==> config.mk <==
export PLATFORM = sky130hd
export DESIGN_NAME = line_fill_front_end
export DESIGN_NICKNAME = d
export VERILOG_FILES = /design/src/line_fill_pkg.sv /design/src/line_fill_front_end.sv /design/src/fill_edge_gate.sv
export SDC_FILE = /design/constraint.sdc
export NUM_CORES = 1
export LEC_CHECK = 0
export ABC_AREA = 1
export BUFFER_PORTS_ARGS = -buffer_cell sky130_fd_sc_hd__buf_4
export CELL_PAD_IN_SITES_DETAIL_PLACEMENT = 0
export CELL_PAD_IN_SITES_GLOBAL_PLACEMENT = 1
export CORE_UTILIZATION = 47
export CTS_BUF_LIST = sky130_fd_sc_hd__clkbuf_4
export CTS_CLUSTER_SIZE = 16
export DETAILED_ROUTE_END_ITERATION = 6
export PLACE_DENSITY = 0.89
export SYNTH_ARGS = -nofsm -noshare
export SYNTH_HDL_FRONTEND = slang
export SYNTH_SLANG_ARGS = --single-unit
==> constraint.sdc <==
create_clock -name clk_i -period 5.8 [get_ports clk_i]
set_input_delay 0.29 -clock clk_i [delete_from_list [all_inputs] [get_ports clk_i]]
set_output_delay 0.29 -clock clk_i [all_outputs]
set_load 0.02 [all_outputs]
==> src/line_fill_pkg.sv <==
// Purpose: Shared constants and types for the line and fill setup front end.
// Assumes: AXI4-Lite register bus, 32-bit data, 24-bit byte addresses.
// Notes: Drawing register indices are {addr[13], addr[8:2]}.
//
// Notes on behaviour
// - Style pattern lives in four 32-bit source words; high words used per length.
// - Style counter counts down per styled pixel, wraps from zero to length.
// - After a line the counter points at the pattern bit of its final pixel.
// - A line, closed or open, does not advance the counter on its final pixel.
// - Style bit one writes foreground colour, zero writes background colour.
// - A write touching operating mode byte zero resets the address generator.
// - Vector transfer begins on a write to the aperture or the 8 MByte window.
// - First packet dword loads 32 tags; next 32 dwords are vertices.
// - Tag zero routes vertex to start position index, no engine start.
// - Tag one routes vertex to end position index with engine start flag.
// - Each data dword pushes an 8-bit index with its data to the FIFO.
// - After the 32nd tag the next dword is a fresh tag word.
// - Engine starts only when the last setup access lies in 1D00h-1DFFh.
// - Fills draw top and left edges, exclude bottom and right edges.
// - Closed lines draw the final pixel; open lines omit it.
package line_fill_pkg;
  localparam int ADDR_W = 24;
  localparam int DATA_W = 32;
  localparam int STYLE_W = 7;
  localparam int TAG_CNT_W = 5;
  localparam int WINDOW_BIT = 23;
  localparam int IDX_HI_BIT = 13;
  localparam int COORD_W = 16;
  // ------------------------------------------------------------
  // Register byte addresses
  // ------------------------------------------------------------
  localparam logic [ADDR_W-1:0] SRC_WORD_0_ADDR = 24'h001C00;
  localparam logic [ADDR_W-1:0] SRC_WORD_1_ADDR = 24'h001C04;
  localparam logic [ADDR_W-1:0] SRC_WORD_2_ADDR = 24'h001C08;
  localparam logic [ADDR_W-1:0] SRC_WORD_3_ADDR = 24'h001C0C;
  localparam logic [ADDR_W-1:0] STYLE_SHIFT_ADDR = 24'h001C10;
  localparam logic [ADDR_W-1:0] FG_COLOUR_ADDR = 24'h001C14;
  localparam logic [ADDR_W-1:0] BG_COLOUR_ADDR = 24'h001C18;
  localparam logic [ADDR_W-1:0] LINE_CTRL_ADDR = 24'h001C1C;
  localparam logic [ADDR_W-1:0] DMA_APERTURE_ADDR = 24'h001C20;
  localparam logic [ADDR_W-1:0] STATUS_ADDR = 24'h001C24;
  localparam logic [ADDR_W-1:0] OPERATING_MODE_REGISTER_ADDR = 24'h001E54;
  localparam logic [ADDR_W-1:0] FWD_LO_ADDR = 24'h001C40;
  localparam logic [ADDR_W-1:0] FWD_HI_ADDR = 24'h001DFF;
  localparam logic [ADDR_W-1:0] GO_LO_ADDR = 24'h001D00;
  localparam logic [ADDR_W-1:0] START_POS_ADDR = 24'h001C40;
  localparam logic [ADDR_W-1:0] END_POS_ADDR = 24'h001D44;
  // ------------------------------------------------------------
  // Fields and reset values
  // ------------------------------------------------------------
  localparam int COUNT_LSB = 16;
  localparam int CTRL_CLOSED_BIT = 0;
  localparam int STAT_STATE_BIT = 0;
  localparam int STAT_CNT_LSB = 8;
  localparam int STAT_FIFO_BIT = 16;
  localparam logic [DATA_W-1:0] OPERATING_MODE_REGISTER_RESET = 32'h00000000;
  localparam logic [DATA_W-1:0] WORD_ZERO = 32'h00000000;
  localparam logic [TAG_CNT_W-1:0] LAST_TAG = 5'h1F;
  localparam logic [7:0] GO_IDX_LO = 8'h40;
  localparam logic [7:0] GO_IDX_HI = 8'h7F;
  localparam logic [1:0] RESP_OKAY = 2'h0;
  localparam logic [1:0] RESP_SLVERR = 2'h2;

  typedef enum logic [0:0] {AG_TAGS = 1'b0, AG_DATA = 1'b1} agen_state_t;

  typedef struct packed {
    logic [7:0] index;
    logic go;
    logic [COORD_W-1:0] y;
    logic [COORD_W-1:0] x;
  } fifo_entry_t;

  function automatic logic [7:0] reg_index(input logic [ADDR_W-1:0] a);
    return {a[IDX_HI_BIT], a[8:2]};
  endfunction : reg_index

  localparam logic [7:0] START_POS_IDX = reg_index(START_POS_ADDR);
  localparam logic [7:0] END_POS_IDX = reg_index(END_POS_ADDR);
endpackage : line_fill_pkg

==> src/line_fill_front_end.sv <==
// Purpose: Line style counter, vector address generator and fill gate front end.
// Assumes: AXI4-Lite slave, one clock, engine strobes on the same clock.
// Notes: Writes stall while the FIFO slot is full, back-pressuring the bus.
`timescale 1ns/1ps
module line_fill_front_end
  import line_fill_pkg::*;
(
  // Clock and reset
  input wire logic clk_i,
  input wire logic reset_n_i,
  // AXI4-Lite write
  input wire logic s_axi_awvalid_i,
  output logic s_axi_awready_o,
  input wire logic [ADDR_W-1:0] s_axi_awaddr_i,
  input wire logic s_axi_wvalid_i,
  output logic s_axi_wready_o,
  input wire logic [DATA_W-1:0] s_axi_wdata_i,
  input wire logic [3:0] s_axi_wstrb_i,
  output logic s_axi_bvalid_o,
  input wire logic s_axi_bready_i,
  output logic [1:0] s_axi_bresp_o,
  // AXI4-Lite read
  input wire logic s_axi_arvalid_i,
  output logic s_axi_arready_o,
  input wire logic [ADDR_W-1:0] s_axi_araddr_i,
  output logic s_axi_rvalid_o,
  input wire logic s_axi_rready_i,
  output logic [DATA_W-1:0] s_axi_rdata_o,
  output logic [1:0] s_axi_rresp_o,
  // Styled pixel strobes
  input wire logic pixel_step_i,
  input wire logic pixel_last_i,
  output logic pixel_valid_o,
  output logic [DATA_W-1:0] pixel_colour_o,
  // Bus FIFO push
  output logic fifo_valid_o,
  output fifo_entry_t fifo_entry_o,
  input wire logic fifo_ready_i,
  // Fill probe
  input wire logic probe_valid_i,
  input wire logic [COORD_W-1:0] probe_x_i,
  input wire logic [COORD_W-1:0] probe_y_i,
  input wire logic [COORD_W-1:0] fill_left_x_i,
  input wire logic [COORD_W-1:0] fill_right_x_i,
  input wire logic [COORD_W-1:0] fill_top_y_i,
  input wire logic [COORD_W-1:0] fill_bottom_y_i,
  output logic fill_valid_o,
  output logic fill_draw_o
);
  // ------------------------------------------------------------
  // Bus write path
  // ------------------------------------------------------------
  logic aw_have_q, aw_have_d, w_have_q, w_have_d;
  logic [ADDR_W-1:0] aw_addr_q, aw_addr_d;
  logic [DATA_W-1:0] w_data_q, w_data_d;
  logic [3:0] w_strb_q, w_strb_d;
  logic awready_d, wready_d, bvalid_d;
  logic [1:0] bresp_d;
  logic do_write, slot_free;
  logic hit_win, hit_ap, hit_fwd, hit_opm, hit_shift, hit_local;

  assign slot_free = !fifo_valid_o || fifo_ready_i;
  assign hit_win = aw_addr_q[WINDOW_BIT];
  assign hit_ap = hit_win || aw_addr_q == DMA_APERTURE_ADDR;
  assign hit_fwd = !hit_win && aw_addr_q >= FWD_LO_ADDR && aw_addr_q <= FWD_HI_ADDR;
  assign hit_opm = aw_addr_q == OPERATING_MODE_REGISTER_ADDR;
  assign hit_shift = aw_addr_q == STYLE_SHIFT_ADDR;
  assign hit_local = aw_addr_q inside {SRC_WORD_0_ADDR, SRC_WORD_1_ADDR, SRC_WORD_2_ADDR,
    SRC_WORD_3_ADDR, STYLE_SHIFT_ADDR, FG_COLOUR_ADDR, BG_COLOUR_ADDR, LINE_CTRL_ADDR};
  assign do_write = aw_have_q && w_have_q && !s_axi_bvalid_o && slot_free;

  always_comb begin
    aw_have_d = aw_have_q;
    aw_addr_d = aw_addr_q;
    w_have_d = w_have_q;
    w_data_d = w_data_q;
    w_strb_d = w_strb_q;
    bvalid_d = s_axi_bvalid_o;
    bresp_d = s_axi_bresp_o;
    if (s_axi_bvalid_o && s_axi_bready_i) begin
      bvalid_d = 1'b0;
    end
    if (s_axi_awvalid_i && s_axi_awready_o) begin
      aw_have_d = 1'b1;
      aw_addr_d = s_axi_awaddr_i;
    end
    if (s_axi_wvalid_i && s_axi_wready_o) begin
      w_have_d = 1'b1;
      w_data_d = s_axi_wdata_i;
      w_strb_d = s_axi_wstrb_i;
    end
    if (do_write) begin
      aw_have_d = 1'b0;
      w_have_d = 1'b0;
      bvalid_d = 1'b1;
      bresp_d = (hit_ap || hit_fwd || hit_opm || hit_local) ? RESP_OKAY : RESP_SLVERR;
    end
    awready_d = !aw_have_d;
    wready_d = !w_have_d;
  end

  always_ff @(posedge clk_i) begin
    if (!reset_n_i) begin
      aw_have_q <= 1'b0;
      w_have_q <= 1'b0;
      aw_addr_q <= '0;
      w_data_q <= '0;
      w_strb_q <= '0;
      s_axi_awready_o <= 1'b0;
      s_axi_wready_o <= 1'b0;
      s_axi_bvalid_o <= 1'b0;
      s_axi_bresp_o <= RESP_OKAY;
    end else begin
      aw_have_q <= aw_have_d;
      w_have_q <= w_have_d;
      aw_addr_q <= aw_addr_d;
      w_data_q <= w_data_d;
      w_strb_q <= w_strb_d;
      s_axi_awready_o <= awready_d;
      s_axi_wready_o <= wready_d;
      s_axi_bvalid_o <= bvalid_d;
      s_axi_bresp_o <= bresp_d;
    end
  end

  // ------------------------------------------------------------
  // Register file
  // ------------------------------------------------------------
  logic [3:0][DATA_W-1:0] src_q, src_d;
  logic [DATA_W-1:0] fg_q, fg_d, bg_q, bg_d, opm_q, opm_d;
  logic [STYLE_W-1:0] len_q, len_d;
  logic closed_q, closed_d;

  function automatic logic [DATA_W-1:0] merge(input logic [DATA_W-1:0] o, input logic [DATA_W-1:0] n,
                                               input logic [3:0] s);
    logic [DATA_W-1:0] r;
    r = o;
    for (int b = 0; b < 4; b++) begin
      if (s[b]) begin
        r[b*8 +: 8] = n[b*8 +: 8];
      end
    end
    return r;
  endfunction : merge

  always_comb begin
    src_d = src_q;
    fg_d = fg_q;
    bg_d = bg_q;
    opm_d = opm_q;
    len_d = len_q;
    closed_d = closed_q;
    if (do_write) begin
      unique case (aw_addr_q)
        SRC_WORD_0_ADDR: src_d[0] = merge(src_q[0], w_data_q, w_strb_q);
        SRC_WORD_1_ADDR: src_d[1] = merge(src_q[1], w_data_q, w_strb_q);
        SRC_WORD_2_ADDR: src_d[2] = merge(src_q[2], w_data_q, w_strb_q);
        SRC_WORD_3_ADDR: src_d[3] = merge(src_q[3], w_data_q, w_strb_q);
        FG_COLOUR_ADDR: fg_d = merge(fg_q, w_data_q, w_strb_q);
        BG_COLOUR_ADDR: bg_d = merge(bg_q, w_data_q, w_strb_q);
        OPERATING_MODE_REGISTER_ADDR: opm_d = merge(opm_q, w_data_q, w_strb_q);
        STYLE_SHIFT_ADDR: len_d = w_strb_q[0] ? w_data_q[STYLE_W-1:0] : len_q;
        LINE_CTRL_ADDR: closed_d = w_strb_q[0] ? w_data_q[CTRL_CLOSED_BIT] : closed_q;
        default: ;
      endcase
    end
  end

  always_ff @(posedge clk_i) begin
    if (!reset_n_i) begin
      src_q <= '0;
      fg_q <= WORD_ZERO;
      bg_q <= WORD_ZERO;
      opm_q <= OPERATING_MODE_REGISTER_RESET;
      len_q <= '0;
      closed_q <= 1'b0;
    end else begin
      src_q <= src_d;
      fg_q <= fg_d;
      bg_q <= bg_d;
      opm_q <= opm_d;
      len_q <= len_d;
      closed_q <= closed_d;
    end
  end

  // ------------------------------------------------------------
  // Line style counter and colour
  // ------------------------------------------------------------
  localparam int BIT_SEL_W = $clog2(DATA_W);
  logic [STYLE_W-1:0] cnt_q, cnt_d;
  logic pix_valid_d, style_bit, shift_wr;
  logic [DATA_W-1:0] pix_colour_d;

  assign shift_wr = do_write && hit_shift && w_strb_q[COUNT_LSB/8];
  // bit chosen by counter; a shift write can load a count beyond length
  assign style_bit = src_q[cnt_q[STYLE_W-1:BIT_SEL_W]][cnt_q[BIT_SEL_W-1:0]];

  always_comb begin
    cnt_d = cnt_q;
    // open line omits its last pixel
    pix_valid_d = pixel_step_i && !(pixel_last_i && !closed_q);
    // foreground on one, background on zero
    pix_colour_d = style_bit ? fg_q : bg_q;
    if (shift_wr) begin
      cnt_d = w_data_q[COUNT_LSB +: STYLE_W];
    // last pixel holds, next vector resumes
    end else if (pixel_step_i && !pixel_last_i) begin
      cnt_d = (cnt_q == '0) ? len_q : cnt_q - 1'b1;
    end
  end

  always_ff @(posedge clk_i) begin
    if (!reset_n_i) begin
      cnt_q <= '0;
      pixel_valid_o <= 1'b0;
      pixel_colour_o <= WORD_ZERO;
    end else begin
      cnt_q <= cnt_d;
      pixel_valid_o <= pix_valid_d;
      pixel_colour_o <= pix_valid_d ? pix_colour_d : pixel_colour_o;
    end
  end

  // ------------------------------------------------------------
  // Vector address generator and FIFO push
  // ------------------------------------------------------------
  agen_state_t ag_q, ag_d;
  logic [DATA_W-1:0] tags_q, tags_d;
  logic [TAG_CNT_W-1:0] tcnt_q, tcnt_d;
  logic fifo_valid_d, vec_push;
  fifo_entry_t entry_d;

  assign vec_push = do_write && hit_ap && ag_q == AG_DATA;

  always_comb begin
    ag_d = ag_q;
    tags_d = tags_q;
    tcnt_d = tcnt_q;
    entry_d = fifo_entry_o;
    fifo_valid_d = fifo_valid_o && !fifo_ready_i;
    // byte zero of operating mode aborts
    if (do_write && hit_opm && w_strb_q[0]) begin
      ag_d = AG_TAGS;
      tcnt_d = '0;
    end else if (do_write && hit_ap && ag_q == AG_TAGS) begin
      tags_d = w_data_q;
      tcnt_d = '0;
      ag_d = AG_DATA;
    end else if (vec_push) begin
      fifo_valid_d = 1'b1;
      entry_d.go = tags_q[tcnt_q];
      entry_d.index = tags_q[tcnt_q] ? END_POS_IDX : START_POS_IDX;
      entry_d.x = w_data_q[COORD_W-1:0];
      entry_d.y = w_data_q[DATA_W-1:COORD_W];
      tcnt_d = tcnt_q + 1'b1;
      if (tcnt_q == LAST_TAG) begin
        ag_d = AG_TAGS;
      end
    end else if (do_write && hit_fwd) begin
      // start only from the 1D00h range
      fifo_valid_d = 1'b1;
      entry_d.go = aw_addr_q >= GO_LO_ADDR;
      entry_d.index = reg_index(aw_addr_q);
      entry_d.x = w_data_q[COORD_W-1:0];
      entry_d.y = w_data_q[DATA_W-1:COORD_W];
    end
  end

  always_ff @(posedge clk_i) begin
    if (!reset_n_i) begin
      ag_q <= AG_TAGS;
      tags_q <= WORD_ZERO;
      tcnt_q <= '0;
      fifo_valid_o <= 1'b0;
      fifo_entry_o <= '0;
    end else begin
      ag_q <= ag_d;
      tags_q <= tags_d;
      tcnt_q <= tcnt_d;
      fifo_valid_o <= fifo_valid_d;
      fifo_entry_o <= entry_d;
    end
  end

  // ------------------------------------------------------------
  // Bus read path
  // ------------------------------------------------------------
  logic rvalid_d, arready_d;
  logic [DATA_W-1:0] rdata_d;
  logic [1:0] rresp_d;

  always_comb begin
    rvalid_d = s_axi_rvalid_o && !s_axi_rready_i;
    rdata_d = s_axi_rdata_o;
    rresp_d = s_axi_rresp_o;
    if (s_axi_arvalid_i && s_axi_arready_o) begin
      rvalid_d = 1'b1;
      rresp_d = RESP_OKAY;
      rdata_d = WORD_ZERO;
      unique case (s_axi_araddr_i)
        SRC_WORD_0_ADDR: rdata_d = src_q[0];
        SRC_WORD_1_ADDR: rdata_d = src_q[1];
        SRC_WORD_2_ADDR: rdata_d = src_q[2];
        SRC_WORD_3_ADDR: rdata_d = src_q[3];
        FG_COLOUR_ADDR: rdata_d = fg_q;
        BG_COLOUR_ADDR: rdata_d = bg_q;
        OPERATING_MODE_REGISTER_ADDR: rdata_d = opm_q;
        STYLE_SHIFT_ADDR: begin
          rdata_d[STYLE_W-1:0] = len_q;
          rdata_d[COUNT_LSB +: STYLE_W] = cnt_q;
        end
        LINE_CTRL_ADDR: rdata_d[CTRL_CLOSED_BIT] = closed_q;
        STATUS_ADDR: begin
          rdata_d[STAT_STATE_BIT] = ag_q;
          rdata_d[STAT_CNT_LSB +: TAG_CNT_W] = tcnt_q;
          rdata_d[STAT_FIFO_BIT] = fifo_valid_o;
        end
        default: rresp_d = RESP_SLVERR;
      endcase
    end
    arready_d = !rvalid_d;
  end

  always_ff @(posedge clk_i) begin
    if (!reset_n_i) begin
      s_axi_rvalid_o <= 1'b0;
      s_axi_arready_o <= 1'b0;
      s_axi_rdata_o <= WORD_ZERO;
      s_axi_rresp_o <= RESP_OKAY;
    end else begin
      s_axi_rvalid_o <= rvalid_d;
      s_axi_arready_o <= arready_d;
      s_axi_rdata_o <= rdata_d;
      s_axi_rresp_o <= rresp_d;
    end
  end

  fill_edge_gate #(.W(COORD_W)) u_fill_gate (
    .clk_i(clk_i),
    .reset_n_i(reset_n_i),
    .probe_valid_i(probe_valid_i),
    .probe_x_i(probe_x_i),
    .probe_y_i(probe_y_i),
    .left_i(fill_left_x_i),
    .right_i(fill_right_x_i),
    .top_i(fill_top_y_i),
    .bottom_i(fill_bottom_y_i),
    .valid_o(fill_valid_o),
    .draw_o(fill_draw_o)
  );
endmodule : line_fill_front_end

==> src/fill_edge_gate.sv <==
// Purpose: Decides whether a fill probe pixel belongs to the primitive.
// Assumes: Probe inputs come from logic on the same clock.
// Notes: Result appears one cycle after the probe.
`timescale 1ns/1ps
module fill_edge_gate
  import line_fill_pkg::*;
#(
  parameter int W = COORD_W
) (
  // Clock and reset
  input wire logic clk_i,
  input wire logic reset_n_i,
  // Probe
  input wire logic probe_valid_i,
  input wire logic [W-1:0] probe_x_i,
  input wire logic [W-1:0] probe_y_i,
  input wire logic [W-1:0] left_i,
  input wire logic [W-1:0] right_i,
  input wire logic [W-1:0] top_i,
  input wire logic [W-1:0] bottom_i,
  // Result
  output logic valid_o,
  output logic draw_o
);
  logic valid_d;
  logic draw_d;

  always_comb begin
    valid_d = probe_valid_i;
    draw_d = probe_valid_i && (probe_x_i >= left_i) && (probe_x_i < right_i)
             && (probe_y_i >= top_i) && (probe_y_i < bottom_i);
  end

  always_ff @(posedge clk_i) begin
    if (!reset_n_i) begin
      valid_o <= 1'b0;
      draw_o <= 1'b0;
    end else begin
      valid_o <= valid_d;
      draw_o <= draw_d;
    end
  end
endmodule : fill_edge_gate

==> reports/results.ini <==
[global_routing]
grt_usage_pct = 34.2
grt_pass1_wl_um = 124000
grt_pass1_vias = 21800
grt_antenna_before_repair = 3
grt_max_degree = 159
grt-ovfl-total = 0

[floorplanning]
die_w_um = 218
initial_core_util_pct = 47.9
die_area_um2 = 47300
rows = 78
die_h_um = 218
core_um2 = 45600
io_pins = 309

[drt]
ant_nets = 0
wire_per_inst_um = 20.4
routed_wirelength_um = 82000
via_per_inst = 5.61
drc = 0
vias = 22600
first_pass_iters = 6
drtIter0Drc = 1979

[cts]
cts_made_buffers = 118
postCtsSetupBuffers = 0
cts_tree = yes
clk_transition_reported_paths_ps = 60
cts_buffer_depth = 3
cts_htree_levels = 3
cts-root-buf = clkbuf_4
cts_sinks = 455
clkLatencyLatePin_ps = 900

[sta]
maxSlewViolCount = 0
finalCritPeriodShare_pct = 71.8
setup-tns-final_ps = 0
fin_crit_ps = 4160
relSlewSlack_pct = 16.3
rsz0062_at_grt = no
fin_skew_ps = 67.9
tightest_slew_ps = 1250
finalSetupViolCount = 0
hold_viol_final = 0
clock.fmax_ghz = 0.240

[yosys]
synth.mux.area_fraction_pct = 0
syn_inst = 2994
synth-simple-area-share_pct = 22.1
yosysWarnings = 0
yosys.area.top_type = dfxtp_1
syn_area_um2 = 21800
yosysUniqueCellTypes = 47
yosys-top-cells-area = dfxtp_1 (42%), nor2_1 (7.7%), nand2_1 (6.8%), a211oi_1 (6.6%), inv_1 (5.7%)
synth.top_cell.area_share_pct = 41.7
synth_xor_area_share_pct = 0.120
synthAdderAreaFrac_pct = 3.72
ys_ff_latch = 455
synth-compound-area-share_pct = 22.4
synth.avg_cell_area_um2 = 7.29
ys_seq_area_share_pct = 41.7
synth_top_family_by_area = compound AO/OA/AOI/OAI gates

[placement]
numPortBuffers = 306
globalplace.congestion = 0.944
placed_cell_area_um2 = 24200
dpl.hpwl_um = 56200

[worst_setup_path]
end_kind = register
r2r_cells = 12
arrival_ps = 4960
setup.worst_path.start_class = register
crit_required_ps = 6600
crit_type = register to register
worst-path-max-fanout = 33

[cells_and_area]
area.growth.synth_to_final_pct = 21.6
nets = 3596
final_common_cell = dfxtp_1
fin_area_um2 = 26600
drive_gt1_share_pct = 16.9
fillers = 4313
layout_common_cells = dfxtp_1 (454), nor2_1 (446), nand2_1 (392), inv_1 (333), buf_4 (324)

[job]
cap_violations = 0

[pwr]
power.density_nw_per_um2 = 286
peakVddDrop_uv = 185
p_total_mw = 7.60
leakage_nw = 10.8

[min_path]
hold_class = input port to register
hold_depth = 6

[run_status]
status = completed

## layout make-up
type / count / area (um2) / area share [%]
multi-input cells: 2002 / 10600 / 39.9
flip-flops and latches: 455 / 9110 / 34.3
repair buffers: 406 / 3250 / 12.2
inverters: 357 / 1350 / 5.07
clock buffers: 177 / 1330 / 5.00
well taps: 600 / 751 / 2.83
clock inverters: 22 / 154 / 0.579
diodes: 6 / 15.0 / 0.0565
## path summary, 6_finish.rpt
check               startpoint                end  slack, ps
min reg2reg      aw_addr_q[13]      aw_addr_q[13]        450
max reg2reg           cnt_q[0]  pixel_colour_o[5]       1640
max                   cnt_q[0]  pixel_colour_o[5]       1640
min          s_axi_araddr_i[5]   s_axi_rresp_o[1]         90
## power by group
part,leakage (nW),switching [mW],total (mW),internal (mW)
logic,6.25,0.983,1.49,0.512
clock network,0.881,1.34,2.80,1.46
registers,3.68,0.0960,3.30,3.21
total,10.8,2.41,7.60,5.18
## Yosys cell counts (all sizes together)
| cell | count |
|---|---|
| nor3b | 2 |
| a211oi | 207 |
| xor2 | 3 |
| nand4 | 18 |
| clkinv | 16 |
| dfxtp | 455 |
| a31oi | 7 |
| a2111o | 1 |
| inv | 341 |
| nand3b | 3 |
| a221oi | 1 |
| o2111ai | 2 |
| clkbuf | 107 |
| o21a | 4 |
| o211ai | 22 |
| a21oi | 245 |
| nand3 | 190 |
| a211o | 1 |
| a22oi | 14 |
| nor4 | 7 |
| or2 | 2 |
| buf | 74 |
| nor2 | 471 |
| o221ai | 6 |
| nor3 | 28 |
| o22ai | 62 |
| ha | 65 |
| o21ai | 239 |
| o2bb2ai | 1 |
| nand2 | 399 |
| conb | 1 |
## through the flow
stage                     hold WS [ps]  instances  utilization (%)  setup WS (ps)
after floorplan                    401       2995                -           3850
after global placement             429       3738             53.2           1870
after detailed placement           432       3738             53.2           1760
after CTS                         12.5       4019             58.3           1730
after global routing              42.2       4023             58.3           1340
final                             90.4       4025             58.3           1640
## logic make-up after synthesis
| family | after synthesis |
|---|---|
| AOI/OAI and AO/OA | 812 |
| adders and majority gates | 65 |
| DFF | 455 |
| and+or+nand+nor | 1120 |
| other | 1 |
| buffers and inverters | 538 |
| xor gates and xnor gates | 3 |
## layer usage
metal  global-route usage, %  part of all wire (%)  wire, um  vias to the layer above
met5                       0                     0         0                        -
met2                    54.7                    46     37400                     1032
met4                    21.0                   5.9      4860                        0
li1                        -                     -         -                    10800
met1                    42.4                    40     33200                    10500
met3                    6.65                   8.0      6560                      213
## what timing repair did
| action | in CTS | in global routing |
|---|---|---|
| endpoints found under the setup margin | 0 | 0 |
| hold endpoints to repair | 147 | 0 |
| resized for setup | 0 | 0 |
| hold buffers | 82 | 0 |
## state kept, by name, summed over array words and instances (netlist names), 4 cells and up
register        flops
aw_addr_q          24
w_strb_q            4
src_q             128
fifo_entry_o       41
len_q               7
cnt_q               7
tags_q             32
pixel_colour_o     32
bg_q               32
s_axi_rdata_o      32
tcnt_q              5
fg_q               32
w_data_q           32
opm_q              32
## critical path: stages (launching register included)
cell and delay, ps:
dfxtp_1 820, inv_2 310, nor2_2 430, nand3_1 120, nand2_1 70, nor2_1 50, nand2_1 50, nand3_1 110
nand3_2 600, nand2_1 940, nand2_1 270, nand3_1 100, a21oi_1 150
No activity file was read; power rests on OpenSTA's default activity.
